===== src/pkg/codec_seq_pkg.sv =====
// Constants, states and register layout for the codec enable sequencer.
// Assumes one 200 MHz bus clock and word-wide AHB-Lite register access.

package codec_seq_pkg;

  // ==========================================================================
  // Clock and sequence timing
  localparam int unsigned CLK_PERIOD_NS      = 5;
  localparam int unsigned START_RAMP_NS      = 2000;
  localparam int unsigned START_SETTLE_NS    = 1000;
  localparam int unsigned STOP_RAMP_NS       = 2000;
  localparam int unsigned STOP_SETTLE_NS     = 1000;
  localparam int unsigned START_RAMP_CYC     =
    (START_RAMP_NS + CLK_PERIOD_NS - 1) / CLK_PERIOD_NS;
  localparam int unsigned START_SETTLE_CYC   =
    (START_SETTLE_NS + CLK_PERIOD_NS - 1) / CLK_PERIOD_NS;
  localparam int unsigned STOP_RAMP_CYC      =
    (STOP_RAMP_NS + CLK_PERIOD_NS - 1) / CLK_PERIOD_NS;
  localparam int unsigned STOP_SETTLE_CYC    =
    (STOP_SETTLE_NS + CLK_PERIOD_NS - 1) / CLK_PERIOD_NS;
  localparam int unsigned TIMER_W            = 16;

  // ==========================================================================
  // Register map: index, byte address is four times the index
  localparam int unsigned IDX_W              = 8;
  localparam logic [7:0]  POWER_CTRL_IDX     = 8'h02;
  localparam logic [7:0]  SOFT_SEQ_IDX       = 8'h4c;
  localparam int unsigned IDX_LSB            = 2;
  localparam int unsigned REG_W              = 16;
  localparam int unsigned ENABLE_BIT         = 15;
  localparam int unsigned START_BIT          = 15;
  localparam int unsigned STOP_BIT           = 14;
  localparam int unsigned SETTINGS_W         = 15;
  localparam logic [15:0] POWER_CTRL_RESET   = 16'h0000;
  localparam logic [15:0] SOFT_SEQ_RESET     = 16'h0000;

  // ==========================================================================
  // Bus encodings
  localparam logic [1:0]  HTRANS_NONSEQ      = 2'h2;
  localparam logic        HRESP_OKAY         = 1'h0;

  // Sequencer states
  typedef enum logic [2:0]
  {
    SEQ_IDLE,
    SEQ_START_RAMP,
    SEQ_START_SETTLE,
    SEQ_STOP_RAMP,
    SEQ_STOP_SETTLE
  } seq_state_e;

endpackage : codec_seq_pkg


===== src/hw/codec_enable_sequencer.sv =====
// Codec master enable and soft start/shutdown sequencer, AHB-Lite slave.
// Assumes a single master, word transfers, and an asynchronous sleep pin.
//
// Local design decision: register access over AHB-Lite.
`timescale 1ns/1ps

module codec_enable_sequencer #(
  parameter int unsigned START_RAMP_CYC   = codec_seq_pkg::START_RAMP_CYC,
  parameter int unsigned START_SETTLE_CYC = codec_seq_pkg::START_SETTLE_CYC,
  parameter int unsigned STOP_RAMP_CYC    = codec_seq_pkg::STOP_RAMP_CYC,
  parameter int unsigned STOP_SETTLE_CYC  = codec_seq_pkg::STOP_SETTLE_CYC
)
(
  input  wire logic        hclk,
  input  wire logic        hresetn,
  input  wire logic        ce,
  input  wire logic        hsel,
  input  wire logic [31:0] haddr,
  input  wire logic [1:0]  htrans,
  input  wire logic        hwrite,
  input  wire logic [2:0]  hsize,
  input  wire logic [31:0] hwdata,
  input  wire logic        hready,
  output wire logic        hreadyout,
  output wire logic        hresp,
  output wire logic [31:0] hrdata,
  input  wire logic        deep_sleep,
  output wire logic        codec_master_enable,
  output wire logic        codec_regs_reset_n,
  output wire logic [14:0] codec_settings,
  output wire logic        pop_ramp_active,
  output wire logic        seq_busy
);

  localparam int unsigned TW = codec_seq_pkg::TIMER_W;
  localparam int unsigned IW = codec_seq_pkg::IDX_W;
  localparam int unsigned SW = codec_seq_pkg::SETTINGS_W;

  typedef struct packed
  {
    logic                     dp_valid;
    logic                     dp_write;
    logic [IW-1:0]            dp_idx;
    logic                     rd_ready;
    logic [31:0]              rdata;
    logic                     enable;
    logic [SW-1:0]            settings;
    logic                     start_trig;
    logic                     stop_trig;
    codec_seq_pkg::seq_state_e fsm;
  } seq_s;

  seq_s r;
  seq_s next_r;

  logic          sleep;
  logic          tmr_load;
  logic [TW-1:0] tmr_count;
  logic          tmr_done;
  logic          dp_wr;
  logic          dp_rd_first;

  // ==========================================================================
  // Register index decode from a byte address
  function automatic logic [IW-1:0] reg_index(input logic [31:0] addr);
    reg_index = addr[codec_seq_pkg::IDX_LSB +: IW];
  endfunction : reg_index

  // Read value of one register
  function automatic logic [31:0] read_word(input logic [IW-1:0] idx,
                                            input seq_s          s);
    read_word = 32'h0000_0000;
    if (idx == codec_seq_pkg::POWER_CTRL_IDX)
      read_word = {16'h0000, s.enable, s.settings};
    else if (idx == codec_seq_pkg::SOFT_SEQ_IDX)
      read_word = {16'h0000, s.start_trig, s.stop_trig, 14'h0000};
  endfunction : read_word

  // ==========================================================================
  // Sleep pin crossing
  bit_sync u_sleep_sync
  (
    .hclk     (hclk),
    .hresetn  (hresetn),
    .ce       (ce),
    .async_in (deep_sleep),
    .sync_out (sleep)
  );

  // Step timer shared by every sequence step
  step_timer #(
    .W (TW)
  ) u_step_timer
  (
    .hclk    (hclk),
    .hresetn (hresetn),
    .ce      (ce),
    .load    (tmr_load),
    .count   (tmr_count),
    .done    (tmr_done),
    .running ()
  );

  // ==========================================================================
  // Bus handshake: reads take one wait state so hrdata is registered
  assign dp_wr       = r.dp_valid && r.dp_write;
  assign dp_rd_first = r.dp_valid && !r.dp_write && !r.rd_ready;
  assign hreadyout   = ce && !dp_rd_first;
  assign hresp       = codec_seq_pkg::HRESP_OKAY;
  assign hrdata      = r.rdata;

  // Codec-facing outputs
  assign codec_master_enable = r.enable;
  assign codec_regs_reset_n  = r.enable;
  assign codec_settings      = r.settings;
  assign pop_ramp_active     = (r.fsm == codec_seq_pkg::SEQ_START_RAMP) ||
                               (r.fsm == codec_seq_pkg::SEQ_STOP_RAMP);
  assign seq_busy            = (r.fsm != codec_seq_pkg::SEQ_IDLE);

  // ==========================================================================
  // Next state: bus, register writes, then sequencer
  always_comb
  begin
    next_r    = r;
    tmr_load  = 1'b0;
    tmr_count = TW'(1);
    if (ce)
    begin
      // Data phase bookkeeping
      if (dp_rd_first)
      begin
        next_r.rdata    = read_word(r.dp_idx, r);
        next_r.rd_ready = 1'b1;
      end
      else
      begin
        next_r.dp_valid = 1'b0;
        next_r.rd_ready = 1'b0;
      end
      // Address phase capture
      if (hsel && hready && htrans[1] && !dp_rd_first)
      begin
        next_r.dp_valid = 1'b1;
        next_r.dp_write = hwrite;
        next_r.dp_idx   = reg_index(haddr);
      end

      if (dp_wr && (r.dp_idx == codec_seq_pkg::POWER_CTRL_IDX))
      begin
        next_r.enable   = hwdata[codec_seq_pkg::ENABLE_BIT];
        next_r.settings = hwdata[SW-1:0];
      end

      // start and stop trigger write
      // A pending trigger counts as busy, so a write cannot undo it
      if (dp_wr && (r.dp_idx == codec_seq_pkg::SOFT_SEQ_IDX) &&
          (r.fsm == codec_seq_pkg::SEQ_IDLE) &&
          !r.start_trig && !r.stop_trig)
      begin
        next_r.start_trig = hwdata[codec_seq_pkg::START_BIT];
        next_r.stop_trig  = hwdata[codec_seq_pkg::STOP_BIT];
      end

      // Sequencer steps; hardware wins over a same-cycle enable write
      case (r.fsm)
        codec_seq_pkg::SEQ_IDLE:
        begin
          if (r.stop_trig)
          begin
            next_r.fsm        = codec_seq_pkg::SEQ_STOP_RAMP;
            next_r.start_trig = 1'b0;
            tmr_load          = 1'b1;
            tmr_count         = TW'(STOP_RAMP_CYC);
          end
          else if (r.start_trig)
          begin
            next_r.fsm = codec_seq_pkg::SEQ_START_RAMP;
            tmr_load   = 1'b1;
            tmr_count  = TW'(START_RAMP_CYC);
          end
        end
        codec_seq_pkg::SEQ_START_RAMP:
        begin
          if (tmr_done)
          begin
            next_r.enable = 1'b1;
            next_r.fsm    = codec_seq_pkg::SEQ_START_SETTLE;
            tmr_load      = 1'b1;
            tmr_count     = TW'(START_SETTLE_CYC);
          end
        end
        codec_seq_pkg::SEQ_START_SETTLE:
        begin
          next_r.enable = 1'b1;
          if (tmr_done)
          begin
            next_r.start_trig = 1'b0;
            next_r.fsm        = codec_seq_pkg::SEQ_IDLE;
          end
        end
        codec_seq_pkg::SEQ_STOP_RAMP:
        begin
          if (tmr_done)
          begin
            next_r.enable = 1'b0;
            next_r.fsm    = codec_seq_pkg::SEQ_STOP_SETTLE;
            tmr_load      = 1'b1;
            tmr_count     = TW'(STOP_SETTLE_CYC);
          end
        end
        codec_seq_pkg::SEQ_STOP_SETTLE:
        begin
          next_r.enable = 1'b0;
          if (tmr_done)
          begin
            next_r.stop_trig = 1'b0;
            next_r.fsm       = codec_seq_pkg::SEQ_IDLE;
          end
        end
        default:
        begin
          next_r.fsm = codec_seq_pkg::SEQ_IDLE;
        end
      endcase

      if (sleep)
      begin
        next_r.enable     = 1'b0;
        next_r.start_trig = 1'b0;
        next_r.stop_trig  = 1'b0;
        next_r.fsm        = codec_seq_pkg::SEQ_IDLE;
        next_r.settings   = codec_seq_pkg::POWER_CTRL_RESET[SW-1:0];
      end

      if (!next_r.enable)
        next_r.settings = codec_seq_pkg::POWER_CTRL_RESET[SW-1:0];
    end
  end

  // ==========================================================================
  // State register
  always_ff @(posedge hclk or negedge hresetn)
  begin
    if (!hresetn)
    begin
      r            <= '0;
      r.fsm        <= codec_seq_pkg::SEQ_IDLE;
      r.enable     <=
        codec_seq_pkg::POWER_CTRL_RESET[codec_seq_pkg::ENABLE_BIT];
      r.start_trig <= codec_seq_pkg::SOFT_SEQ_RESET[codec_seq_pkg::START_BIT];
      r.stop_trig  <= codec_seq_pkg::SOFT_SEQ_RESET[codec_seq_pkg::STOP_BIT];
    end
    else
      r <= next_r;
  end
endmodule : codec_enable_sequencer


===== src/hw/bit_sync.sv =====
// Two-stage synchroniser for one level from outside the clock domain.
// Assumes the level is stable for at least two clock cycles.
`timescale 1ns/1ps

module bit_sync
(
  input  wire logic hclk,
  input  wire logic hresetn,
  input  wire logic ce,
  input  wire logic async_in,
  output wire logic sync_out
);

  typedef struct packed
  {
    logic meta;
    logic stable;
  } sync_s;

  sync_s r;
  sync_s next_r;

  // ==========================================================================
  // Next state: first stage feeds only the second
  always_comb
  begin
    next_r = r;
    if (ce)
    begin
      next_r.meta   = async_in;
      next_r.stable = r.meta;
    end
  end

  // State register
  always_ff @(posedge hclk or negedge hresetn)
  begin
    if (!hresetn)
      r <= '0;
    else
      r <= next_r;
  end

  assign sync_out = r.stable;

endmodule : bit_sync


===== src/hw/step_timer.sv =====
// Down-counter that times one step of a power sequence.
// Assumes load counts of at least one; done pulses on the last cycle.
`timescale 1ns/1ps

module step_timer #(
  parameter int unsigned W = 16
)
(
  input  wire logic         hclk,
  input  wire logic         hresetn,
  input  wire logic         ce,
  input  wire logic         load,
  input  wire logic [W-1:0] count,
  output wire logic         done,
  output wire logic         running
);

  typedef struct packed
  {
    logic [W-1:0] cnt;
    logic         run;
  } timer_s;

  timer_s r;
  timer_s next_r;

  // Last counted cycle
  assign done    = ce && r.run && (r.cnt == W'(1));
  assign running = r.run;

  // ==========================================================================
  // Next state: load wins over counting
  always_comb
  begin
    next_r = r;
    if (ce)
    begin
      if (load)
      begin
        next_r.cnt = count;
        next_r.run = 1'b1;
      end
      else if (r.run)
      begin
        next_r.cnt = r.cnt - W'(1);
        if (r.cnt == W'(1))
          next_r.run = 1'b0;
      end
    end
  end

  // State register
  always_ff @(posedge hclk or negedge hresetn)
  begin
    if (!hresetn)
      r <= '0;
    else
      r <= next_r;
  end

endmodule : step_timer


===== config.mk =====
export PLATFORM = sky130hd
export DESIGN_NAME = codec_enable_sequencer
export DESIGN_NICKNAME = d
export VERILOG_FILES = /design/src/pkg/codec_seq_pkg.sv /design/src/hw/codec_enable_sequencer.sv /design/src/hw/bit_sync.sv /design/src/hw/step_timer.sv
export SDC_FILE = /design/constraint.sdc
export NUM_CORES = 1
export LEC_CHECK = 0
export ABC_AREA = 1
export BUFFER_PORTS_ARGS = -buffer_cell sky130_fd_sc_hd__buf_2
export CAP_MARGIN = 20
export CELL_PAD_IN_SITES_DETAIL_PLACEMENT = 1
export CELL_PAD_IN_SITES_GLOBAL_PLACEMENT = 1
export CORE_AREA = 2 2 109 111
export CTS_CLUSTER_SIZE = 40
export DETAILED_ROUTE_END_ITERATION = 10
export DIE_AREA = 0 0 111 113
export PLACE_DENSITY_LB_ADDON = 0.08
export SYNTH_ARGS = -nofsm -noshare
export SYNTH_HDL_FRONTEND = slang
export SYNTH_SLANG_ARGS = --single-unit

===== constraint.sdc =====
create_clock -name hclk -period 1.8 [get_ports hclk]
set_clock_uncertainty 0.2 [all_clocks]
set_input_delay 0.18 -clock hclk [delete_from_list [all_inputs] [get_ports hclk]]
set_output_delay 0.18 -clock hclk [all_outputs]
set_load 0.01 [all_outputs]

After elaboration in Yosys (flattened, before gate mapping)
Index checks and enable logic that the tools add are counted.

storage, ports and cells
  bits in registers = 83
  bits in latches = 0
  memory bits (writable) = 0
  ROM bits = 0
  input port bits = 76
  output and inout port bits = 53
  word-level logic and storage cells = 95
  memories kept = 0

operators by class
  $add $sub $neg = 1
  multiply operators = 0
  divide/modulo/power cells = 0
  order comparisons = 0
  equal/unequal tests = 14
  shift-type cells = 0
  mux-type cells = 36
  bitwise logic cells = 0
  reduce and logical (&&, ||, !) cells = 30

operators with widths
  operator               number
  $mux 21                2
  $mux 17                2
  $mux 16                2
  $mux 32                1
  $ne 4x3->1 const B     5
  $mux 9                 2
  $pmux 9 s2             1
  $eq 16x1->1 const B    1
  $sub 16x1->16 const B  1
  $mux 15                1
  $mux 3                 5
  $pmux 3 s5             1
  $logic_and 1x1->1      14
  $mux 1                 12
  $mux 10                1
  $reduce_and 2->1       5
  $eq 8x2->1 const B     1
  $eq 8x7->1 const B     1
  $mux 8                 1
  $eq 3x2->1 const B     2
  $reduce_and 6->1       1
  $logic_not 1->1        5
  $ne 5x4->1 const B     1
  $mux 4                 1
  other kinds (11)       12

Depth between registers and ports, before layout
Gate-level depths: netlist of run 1.

  depth in word-level cells = 12
  gate-level depth with buffers = 14
  mapped depth without buffers = 13

Hierarchy
From an unflattened synthesis of run 1, not the netlist that was laid out.

second synthesis, totals
  cells, all modules = 497
  area, all modules = 4018.9 um2

modules (own cells, without submodules)
  module                  times used  cells an instance  area an instance (um2)  seq. area each (um2)
  codec_enable_sequencer  1           307                2632.5                  1201.2
  step_timer              1           181                1310.0                  425.4
  bit_sync                1           9                  76.3                    50.0

Worst setup path before layout of run 1
OpenSTA, ideal clock, no wires.

  path type = register -> register
  start = register u_step_timer.r[2] (netlist name)
  end = register r (netlist bit codec_settings[14])
  arrival time = 1483 ps
  data required time = 1482 ps
  setup slack = -1 ps
  cell stages (with the launch flop) = 15
  buffers on the path = 1
  period minus slack after synthesis = 1801 ps
  path through = dfrtp_1 inv_1 ha_1 nand2_1 nor2_2 nand3_2 nand2_1 nand2_1 nand2_2 nand2_1 nand3_2 nand2_4 buf_6 nand2_1 nand2_1

between the ends
  cells in the longest elaborated chain, start to end = 8

RTL lines
  what                        RTL line                                                      text
  start: declaration          step_timer.sv:24                                              timer_s r;
  start signal: assignment    step_timer.sv:58                                              r <= next_r;
  $eq 16x1->1 (*)             step_timer.sv:28                                              assign done = ce && r.run && (r.cnt == W'(1));
  $logic_and 1x1->1 (*)       step_timer.sv:28
  $mux 1 (on tied branches)   codec_enable_sequencer.sv:203, codec_enable_sequencer.sv:184
  $pmux 1 s4 (*)              codec_enable_sequencer.sv:165                                 case (r.fsm)
  $mux 21 (*)                 codec_enable_sequencer.sv:226                                 if (sleep)
  $mux 21 (*)                 codec_enable_sequencer.sv:127                                 if (ce)
  $ne 4x3->1 (no line)        -
  $reduce_and 2->1 (no line)  -
  end signal: assignment      codec_enable_sequencer.sv:254                                 r <= next_r;
  end: declaration            codec_enable_sequencer.sv:53                                  seq_s r;

Every way passes the cells marked *; elsewhere a longest branch is shown, timed or not. The select of a mux whose other input is x is not followed.
A chain may end at the register's enable or synchronous reset.

Worst setup path after layout of run 1
  start = register r[55] (netlist name)
  end = register r (netlist bit codec_settings[2])

between the ends
  cells in the longest elaborated chain, start to end = 9

RTL lines
  what                        RTL line                                                      text
  $eq 8x2->1 (*)              codec_enable_sequencer.sv:148                                 if (dp_wr && (r.dp_idx == codec_seq_pkg::POWER_CTRL_IDX))
  $logic_and 1x1->1 (*)       codec_enable_sequencer.sv:148
  $mux 16                     codec_enable_sequencer.sv:148
  $mux 1 (on tied branches)   codec_enable_sequencer.sv:203, codec_enable_sequencer.sv:184
  $pmux 1 s4                  codec_enable_sequencer.sv:165
  $mux 21                     codec_enable_sequencer.sv:226
  $mux 21                     codec_enable_sequencer.sv:127
  $ne 4x3->1 (no line)        -
  $reduce_and 2->1 (no line)  -

Marks and branches as above.

==> run summary, run 1 <==
status -> finished, violations left
failing checks -> setup timing
DR DRC count -> 0
Die Ht -> 113 um
TritonCTS Buffers -> 9
Tcrit/Tclk final -> 1.07
Post-synth top flop -> dfrtp_1
CP cell instances -> inv_2, nor2_2, nand2_1, nor2_2, nand3_2, nand3_2, nand2_2, buf_6, a21oi_4, clkbuf_16, nand4_1, nand2_1
initial antenna violation count -> 0
worst setup margin -> -125 ps
commonest non-fill, non-tap cells in the layout -> nand2_1 (84), buf_4 (76), dfrtp_1 (67), buf_2 (67), nor2_1 (30)
async set or reset register ratio after synthesis -> 1.00
Reg clk slew, reported paths -> 60 ps
initial core utilization -> 0.327
register area share after synthesis -> 0.455
Max Root-Sink Buffers -> 2
Net count, final -> 664
vias in the first global route -> 3548
final wirelength -> 10500 um
count of cell types in the netlist -> 38
total gr overflow -> 0
Final Hold Vio Count -> 0
post-route insts no fill -> 734
largest net degree at the start of global routing -> 30
commonest non-fill, non-tap cell in the layout -> nand2_1
Via-to-Cell Ratio -> 4.58
clock tree sinks -> 67
synthesized instance count -> 440
CP endpoint kind -> register
Inst Count DP -> 681
CTS Root Cell -> clkbuf_16
H-tree levels -> 3
Detail Placement HPWL -> 7620 um
Vias -> 3359
GP Congestion -> 0.779
RSZ-0062 raised after global routing -> true
crit path kind -> register to register
Worst Hold Class -> primary input to register
max-capacitance violation count -> 0
Ports -> 129
layout cells sized above 1 -> 0.411
FP Rows -> 39
#FFs+latches synth -> 67
die area -> 0.0125 mm2
EDFF count, synth -> 0
WL/cell -> 14.3 um
CP Launch Type -> register
Slew HR -> 0.656
first-pass GRT wire length -> 17500 um
total power -> 6.56 mW
warnings from Yosys -> 0
Pleak -> 2.83 nW
GRT Total Usage -> 0.172
drt initial violations -> 77
clk_lat worst skew -> 330 ps
Slew @ Worst Pin -> 516 ps
hold slack -> 22.8 ps
drt pass-1 iters -> 4
area grow syn2layout -> 43.8%
TritonCTS clock tree -> yes
worst path required time -> 1870 ps
crit-path max FO -> 8
Final Max Slew Viols -> 0
pwr/cell area -> 1240 mW/mm2
Critical Path Max Stage Delay -> 360 ps
CP max stage cell -> dfrtp_1
antenna cells -> 0
IO Port Bufs -> 67
DIE WIDTH -> 111 um
critical path data arrival time -> 1990 ps
fin crit period -> 1930 ps
endpoints failing setup -> 27
ANT nets after route -> 0
Mapped Avg Cell Area -> 8.38 um2
VDD IR-drop max -> 0.411 mV
max frequency -> 0.519 GHz
setup TNS -> -1870 ps
Syn Std Cell Area -> 0.00369 mm2
Util after Layout -> 0.470
Core ar. -> 0.0113 mm2
-- metal layers --
| layer | part of all wire | GRT usage |
|---|---|---|
| met2 | 0.50 | 0.299 |
| met4 | 0.013 | 0.0483 |
| met5 | 0 | 0 |
| met1 | 0.45 | 0.217 |
| met3 | 0.034 | 0.0364 |
-- where the power goes --
group | internal (mW) | total, mW | switching (mW)
Clock | 1.25 | 1.95 | 0.694
Combinational | 1.30 | 2.67 | 1.37
Sequential | 1.74 | 1.94 | 0.197
Total | 4.30 | 6.56 | 2.26
-- Yosys cell counts (4+ instances only) --
library cell	number	share of area
a22o_1	15	0.036
o21ai_1	4	0.0054
nor2_2	11	0.019
nand4_1	22	0.037
nand3_1	20	0.027
buf_4	50	0.10
inv_2	9	0.0092
dfrtp_1	67	0.45
xor2_1	5	0.012
inv_1	38	0.039
a21oi_1	12	0.016
o21ai_0	13	0.018
buf_6	4	0.012
buf_2	4	0.0054
nor2_1	38	0.039
nand2_1	99	0.10
-- cells by family after synthesis --
group | count (synthesis) | synth area share
compound gates | 52 | 0.0934
xor+xnor | 7 | 0.0166
fa+ha+maj | 2 | 0.00679
buf+inv | 106 | 0.168
flops | 67 | 0.455
mux | 1 | 0.00305
other cells | 1 | 0.00102
simple gates | 204 | 0.256
-- flip-flops by register name (all words and copies together), names as in the netlist --
name and flops:
u_sleep_sync.sync_out 1, u_sleep_sync.r 1, hrdata 16, codec_master_enable 1, r 16, u_step_timer.running 1, codec_settings 15, u_step_timer.r 16
-- critical path: cells and delay by family (launching register included) --
kind,cells,cell delay (ps)
simple gates,8,770
flops,1,360
buf+inv,3,360
compound gates,1,170
-- layout make-up --
type                            count  area (um2)
Clock inverter                      6        87.6
Sequential cell                    67        1680
Timing Repair Buffer              178        1330
Fill cell                        1334        5970
Clock buffer                       10         239
Inverter                           47         176
Multi-Input combinational cell    283        1610
Tap cell                          143         179
-- path summary, 6_finish.rpt --
path                                      endpoint  cells after the start  slack, ps          startpoint
worst max-delay path             codec_settings[2]                     12       -130               r[55]
worst min-delay path                         r[62]                      3         20           htrans[1]
worst max register to register   codec_settings[2]                     12       -130               r[55]
worst min register to register  codec_settings[11]                      2        300  codec_settings[11]
max in group asynchronous                hrdata[6]                      3        700             hresetn
min in group asynchronous               hrdata[11]                      2        170             hresetn
-- per-stage QoR --
stage / worst slack, ps / area (um2)
2_1_floorplan: 32.2 / 3750
3_3_place_gp: -140 / 4450
3_5_place_dp: -171 / 4450
4_1_cts: -84.5 / 5080
5_1_grt: -263 / 5300
6_report: -125 / 5300
-- what timing repair did --
action / in CTS / in global routing
cloned: 0 / 1
buffers inserted: 1 / 13
resized for setup: 14 / 41
hold endpoints to repair: 42 / 0
hold buffers: 26 / 0
endpoints found under the setup margin: 36 / 49
pin swaps: 5 / 31
(Power assumes the default switching activity.)
==> run 2: changes to the inputs <==
--- a/config.mk
+++ b/config.mk
@@ -5,15 +5,15 @@
 export SDC_FILE = /design/constraint.sdc
 export NUM_CORES = 1
 export LEC_CHECK = 0
-export ABC_AREA = 1
 export BUFFER_PORTS_ARGS = -buffer_cell sky130_fd_sc_hd__buf_2
 export CAP_MARGIN = 20
 export CELL_PAD_IN_SITES_DETAIL_PLACEMENT = 1
 export CELL_PAD_IN_SITES_GLOBAL_PLACEMENT = 1
-export CORE_AREA = 2 2 109 111
+export CORE_AREA = 2 2 108 110
+export CTS_CLUSTER_DIAMETER = 120
 export CTS_CLUSTER_SIZE = 40
 export DETAILED_ROUTE_END_ITERATION = 10
-export DIE_AREA = 0 0 111 113
+export DIE_AREA = 0 0 110 112
 export PLACE_DENSITY_LB_ADDON = 0.08
 export SYNTH_ARGS = -nofsm -noshare
 export SYNTH_HDL_FRONTEND = slang
==> run 2 against run 1 <==
The flow still finishes with violations (setup timing). Cell area increased by 2.2%. Critical endpoint is now u_step_timer.r[10]. Setup slack got worse by 330 ps. Synthesized cell count decreased by 17%. Sequential share of layout area decreased by 0.66 points. Fmax decreased by 15%. Largest power group is now clock.
==> run summary, run 2 <==
antenna cells -> 0 (unchanged)
clock tree sinks -> 67 (unchanged)
TritonCTS Buffers -> 9 (unchanged)
max frequency -> 0.443 GHz (-15%)
Max Root-Sink Buffers -> 2 (unchanged)
worst path required time -> 1820 ps (-50 ps)
initial antenna violation count -> 0 (unchanged)
Detail Placement HPWL -> 7600 um (-0.21%)
EDFF count, synth -> 0 (unchanged)
DR DRC count -> 0 (unchanged)
Pleak -> 2.61 nW (-7.9%)
GP Congestion -> 0.825 (+6.0%)
warnings from Yosys -> 0 (unchanged)
Area contributors post-synth -> dfrtp_1 (47%), buf_4 (11%), nand2_1 (4.4%), a32o_1 (4.2%), mux2_2 (3.4%)
DIE WIDTH -> 110 um (-0.90%)
Worst Hold Class -> primary input to register
Inst Count DP -> 608 (-11%)
hold slack -> 95.1 ps (+72.3 ps)
CP Launch Type -> register
max-capacitance violation count -> 0 (unchanged)
Ports -> 129 (unchanged)
CP endpoint kind -> register
total gr overflow -> 0 (unchanged)
WL/cell -> 16.6 um (+16%)
CTS Root Cell -> clkbuf_16
status -> finished, violations left
Final Max Slew Viols -> 0 (unchanged)
die area -> 0.0123 mm2 (-1.8%)
TritonCTS clock tree -> yes
worst hold stages -> 4 (+1)
area grow syn2layout -> 50.6%
Net count, final -> 589 (-11%)
ANT nets after route -> 0 (unchanged)
critical path data arrival time -> 2280 ps (+290 ps)
XOR/XNOR Fraction of Synth Area -> 0.00730 (-0.00933)
Reg clk slew, reported paths -> 60 ps (about the same)
layout cells sized above 1 -> 0.471 (+0.0598)
failing checks -> setup timing
IO Port Bufs -> 67 (unchanged)
fin crit period -> 2260 ps (+331 ps)
Final Hold Vio Count -> 0 (unchanged)
drt pass-1 iters -> 4 (unchanged)
GRT Total Usage -> 0.184 (+0.0124)
crit-path max FO -> 5 (-3)
initial core utilization -> 0.322 (-0.00509)
R2R cell count -> 6 (-6)
drt initial violations -> 86 (+12%)
clk_lat worst skew -> 330 ps (about the same)
Vias -> 3217 (-4.2%)
Core ar. -> 0.0112 mm2 (-0.87%)
pwr/cell area -> 963 mW/mm2 (-22%)
Via-to-Cell Ratio -> 4.88 (+6.7%)
post-synthesis adder-cell area fraction -> 0.0125 (+0.00573)
first-pass GRT wire length -> 17600 um (+0.59%)
final wirelength -> 11000 um (+4.2%)
area of all placed cells without fillers -> 0.00542 mm2 (+2.2%)
Die Ht -> 112 um (-0.88%)
largest family of logic cells by synthesized area -> simple AND/OR/NAND/NOR gates
commonest non-fill, non-tap cell in the layout -> buf_4
Syn Std Cell Area -> 0.00360 mm2 (-2.4%)
mux cell area share after synthesis -> 0.0459 (+0.0429)
crit path kind -> register to register
worst setup margin -> -456 ps (-331 ps)
register area share after synthesis -> 0.466 (+0.0112)
count of cell types in the netlist -> 58 (+53%)
leading cell types by count after synthesis -> dfrtp_1 (67), buf_4 (53), nand2_1 (42)
simple-gate share of the synthesized area -> 0.177 (-0.0789)
Yosys top cell area share -> 0.466 (+0.0112)
Mapped Avg Cell Area -> 9.86 um2 (+18%)
H-tree levels -> 3 (unchanged)
#FFs+latches synth -> 67 (unchanged)
synthesized instance count -> 365 (-17%)
FP Rows -> 39 (unchanged)
Post-synth top flop -> dfrtp_1
async set or reset register ratio after synthesis -> 1.00 (unchanged)
Yosys top cell by area -> dfrtp_1
commonest non-fill, non-tap cells in the layout -> buf_4 (75), buf_2 (67), dfrtp_1 (66)
Tcrit/Tclk final -> 1.25 (+0.184)
Synth Area in Compound Gates -> 0.153 (+0.0597)
Post-DP Area -> 0.00440 mm2 (-0.96%)
endpoints failing setup -> 38 (+41%)
VDD IR-drop max -> 0.514 mV (+25%)
post-route insts no fill -> 659 (-10%)
top-count cell post-synth -> dfrtp_1
largest net degree at the start of global routing -> 68 (+130%)
RSZ-0062 raised after global routing -> true
vias in the first global route -> 3389 (-4.5%)
## run 2: changes by cell type in the layout (fill, tap and decap cells not counted), sizes merged, moves of 7 or more
cell / before / now
inv: 48 / 11
nand2: 102 / 42
a31oi: 1 / 8
nor2: 50 / 23
nand4: 23 / 5
a22o: 15 / 1
buf: 151 / 158
a32o: 0 / 15
mux2: 1 / 12
## run 2: final timing paths
| path | startpoint | to | slack (ps) |
|---|---|---|---|
| min | ce | r[53] | 100 |
| max reg2reg | u_step_timer.r[1] | u_step_timer.r[10] | -460 |
| max | u_step_timer.r[1] | u_step_timer.r[10] | -460 |
| max in group asynchronous | hresetn | r[2] | 860 |
| min in group asynchronous | hresetn | hrdata[13] | 190 |
| min reg2reg | hrdata[1] | hrdata[1] | 260 |
## run 2: kinds of logic (layout without fill, tap and decap cells)
kind of cell / after synthesis / after routing
adder cells (fa/ha/maj): 4 / 4
multiplexers: 15 / 15
XOR/XNOR: 3 / 3
other: 1 / 17
buffers and inverters: 76 / 211
flip-flops: 67 / 67
AO/OA/AOI/OAI: 75 / 75
AND/OR/NAND/NOR: 124 / 124
## run 2: cell type report
cell class	count	area (um2)
multi-input cells	238	1820
well taps	143	179
clock buffers	10	239
clock inverters	6	87.6
flip-flops and latches	67	1680
fillers	1250	5760
repair buffers	185	1380
inverters	10	37.5
## run 2: per-layer routing
layer | GRT usage | vias up | routed length (um)
li1 | - | 1538 | -
met1 | 0.239 | 1612 | 5010
met2 | 0.309 | 57 | 5460
met3 | 0.0293 | 10 | 354
met4 | 0.0608 | 0 | 153
met5 | 0 | - | 0
## run 2: metrics by stage
stage | TNS (ps) | setup WS [ps] | total power [mW] | utilization
after floorplan | -7470 | -378 | 2.41 | -
after global placement | -14290 | -456 | 2.94 | 0.394
after detailed placement | -15580 | -526 | 2.96 | 0.394
after CTS | -12230 | -438 | 5.15 | 0.470
after global routing | -17150 | -582 | 5.49 | 0.485
final | -12320 | -456 | 5.22 | 0.485
## run 2: worst max-delay path: stages, from the launching register on
cell	delay (ps)
dfrtp_1	390
buf_4	160
or4_4	420
or3_4	360
or4_4	430
o21ai_2	120
o21ai_1	60
## run 2: repair_timing
item                                    CTS  global route
endpoints found under the setup margin   40            56
hold endpoints to repair                 94             0
resized for setup                        46            27
setup buffers                            10             5
hold buffers                             27             0
pin swaps                                16            18
## run 2: power breakdown
group / switching (mW) / internal (mW)
sequential: 0.164 / 1.68
clock: 0.692 / 1.25
combinational: 0.671 / 0.752
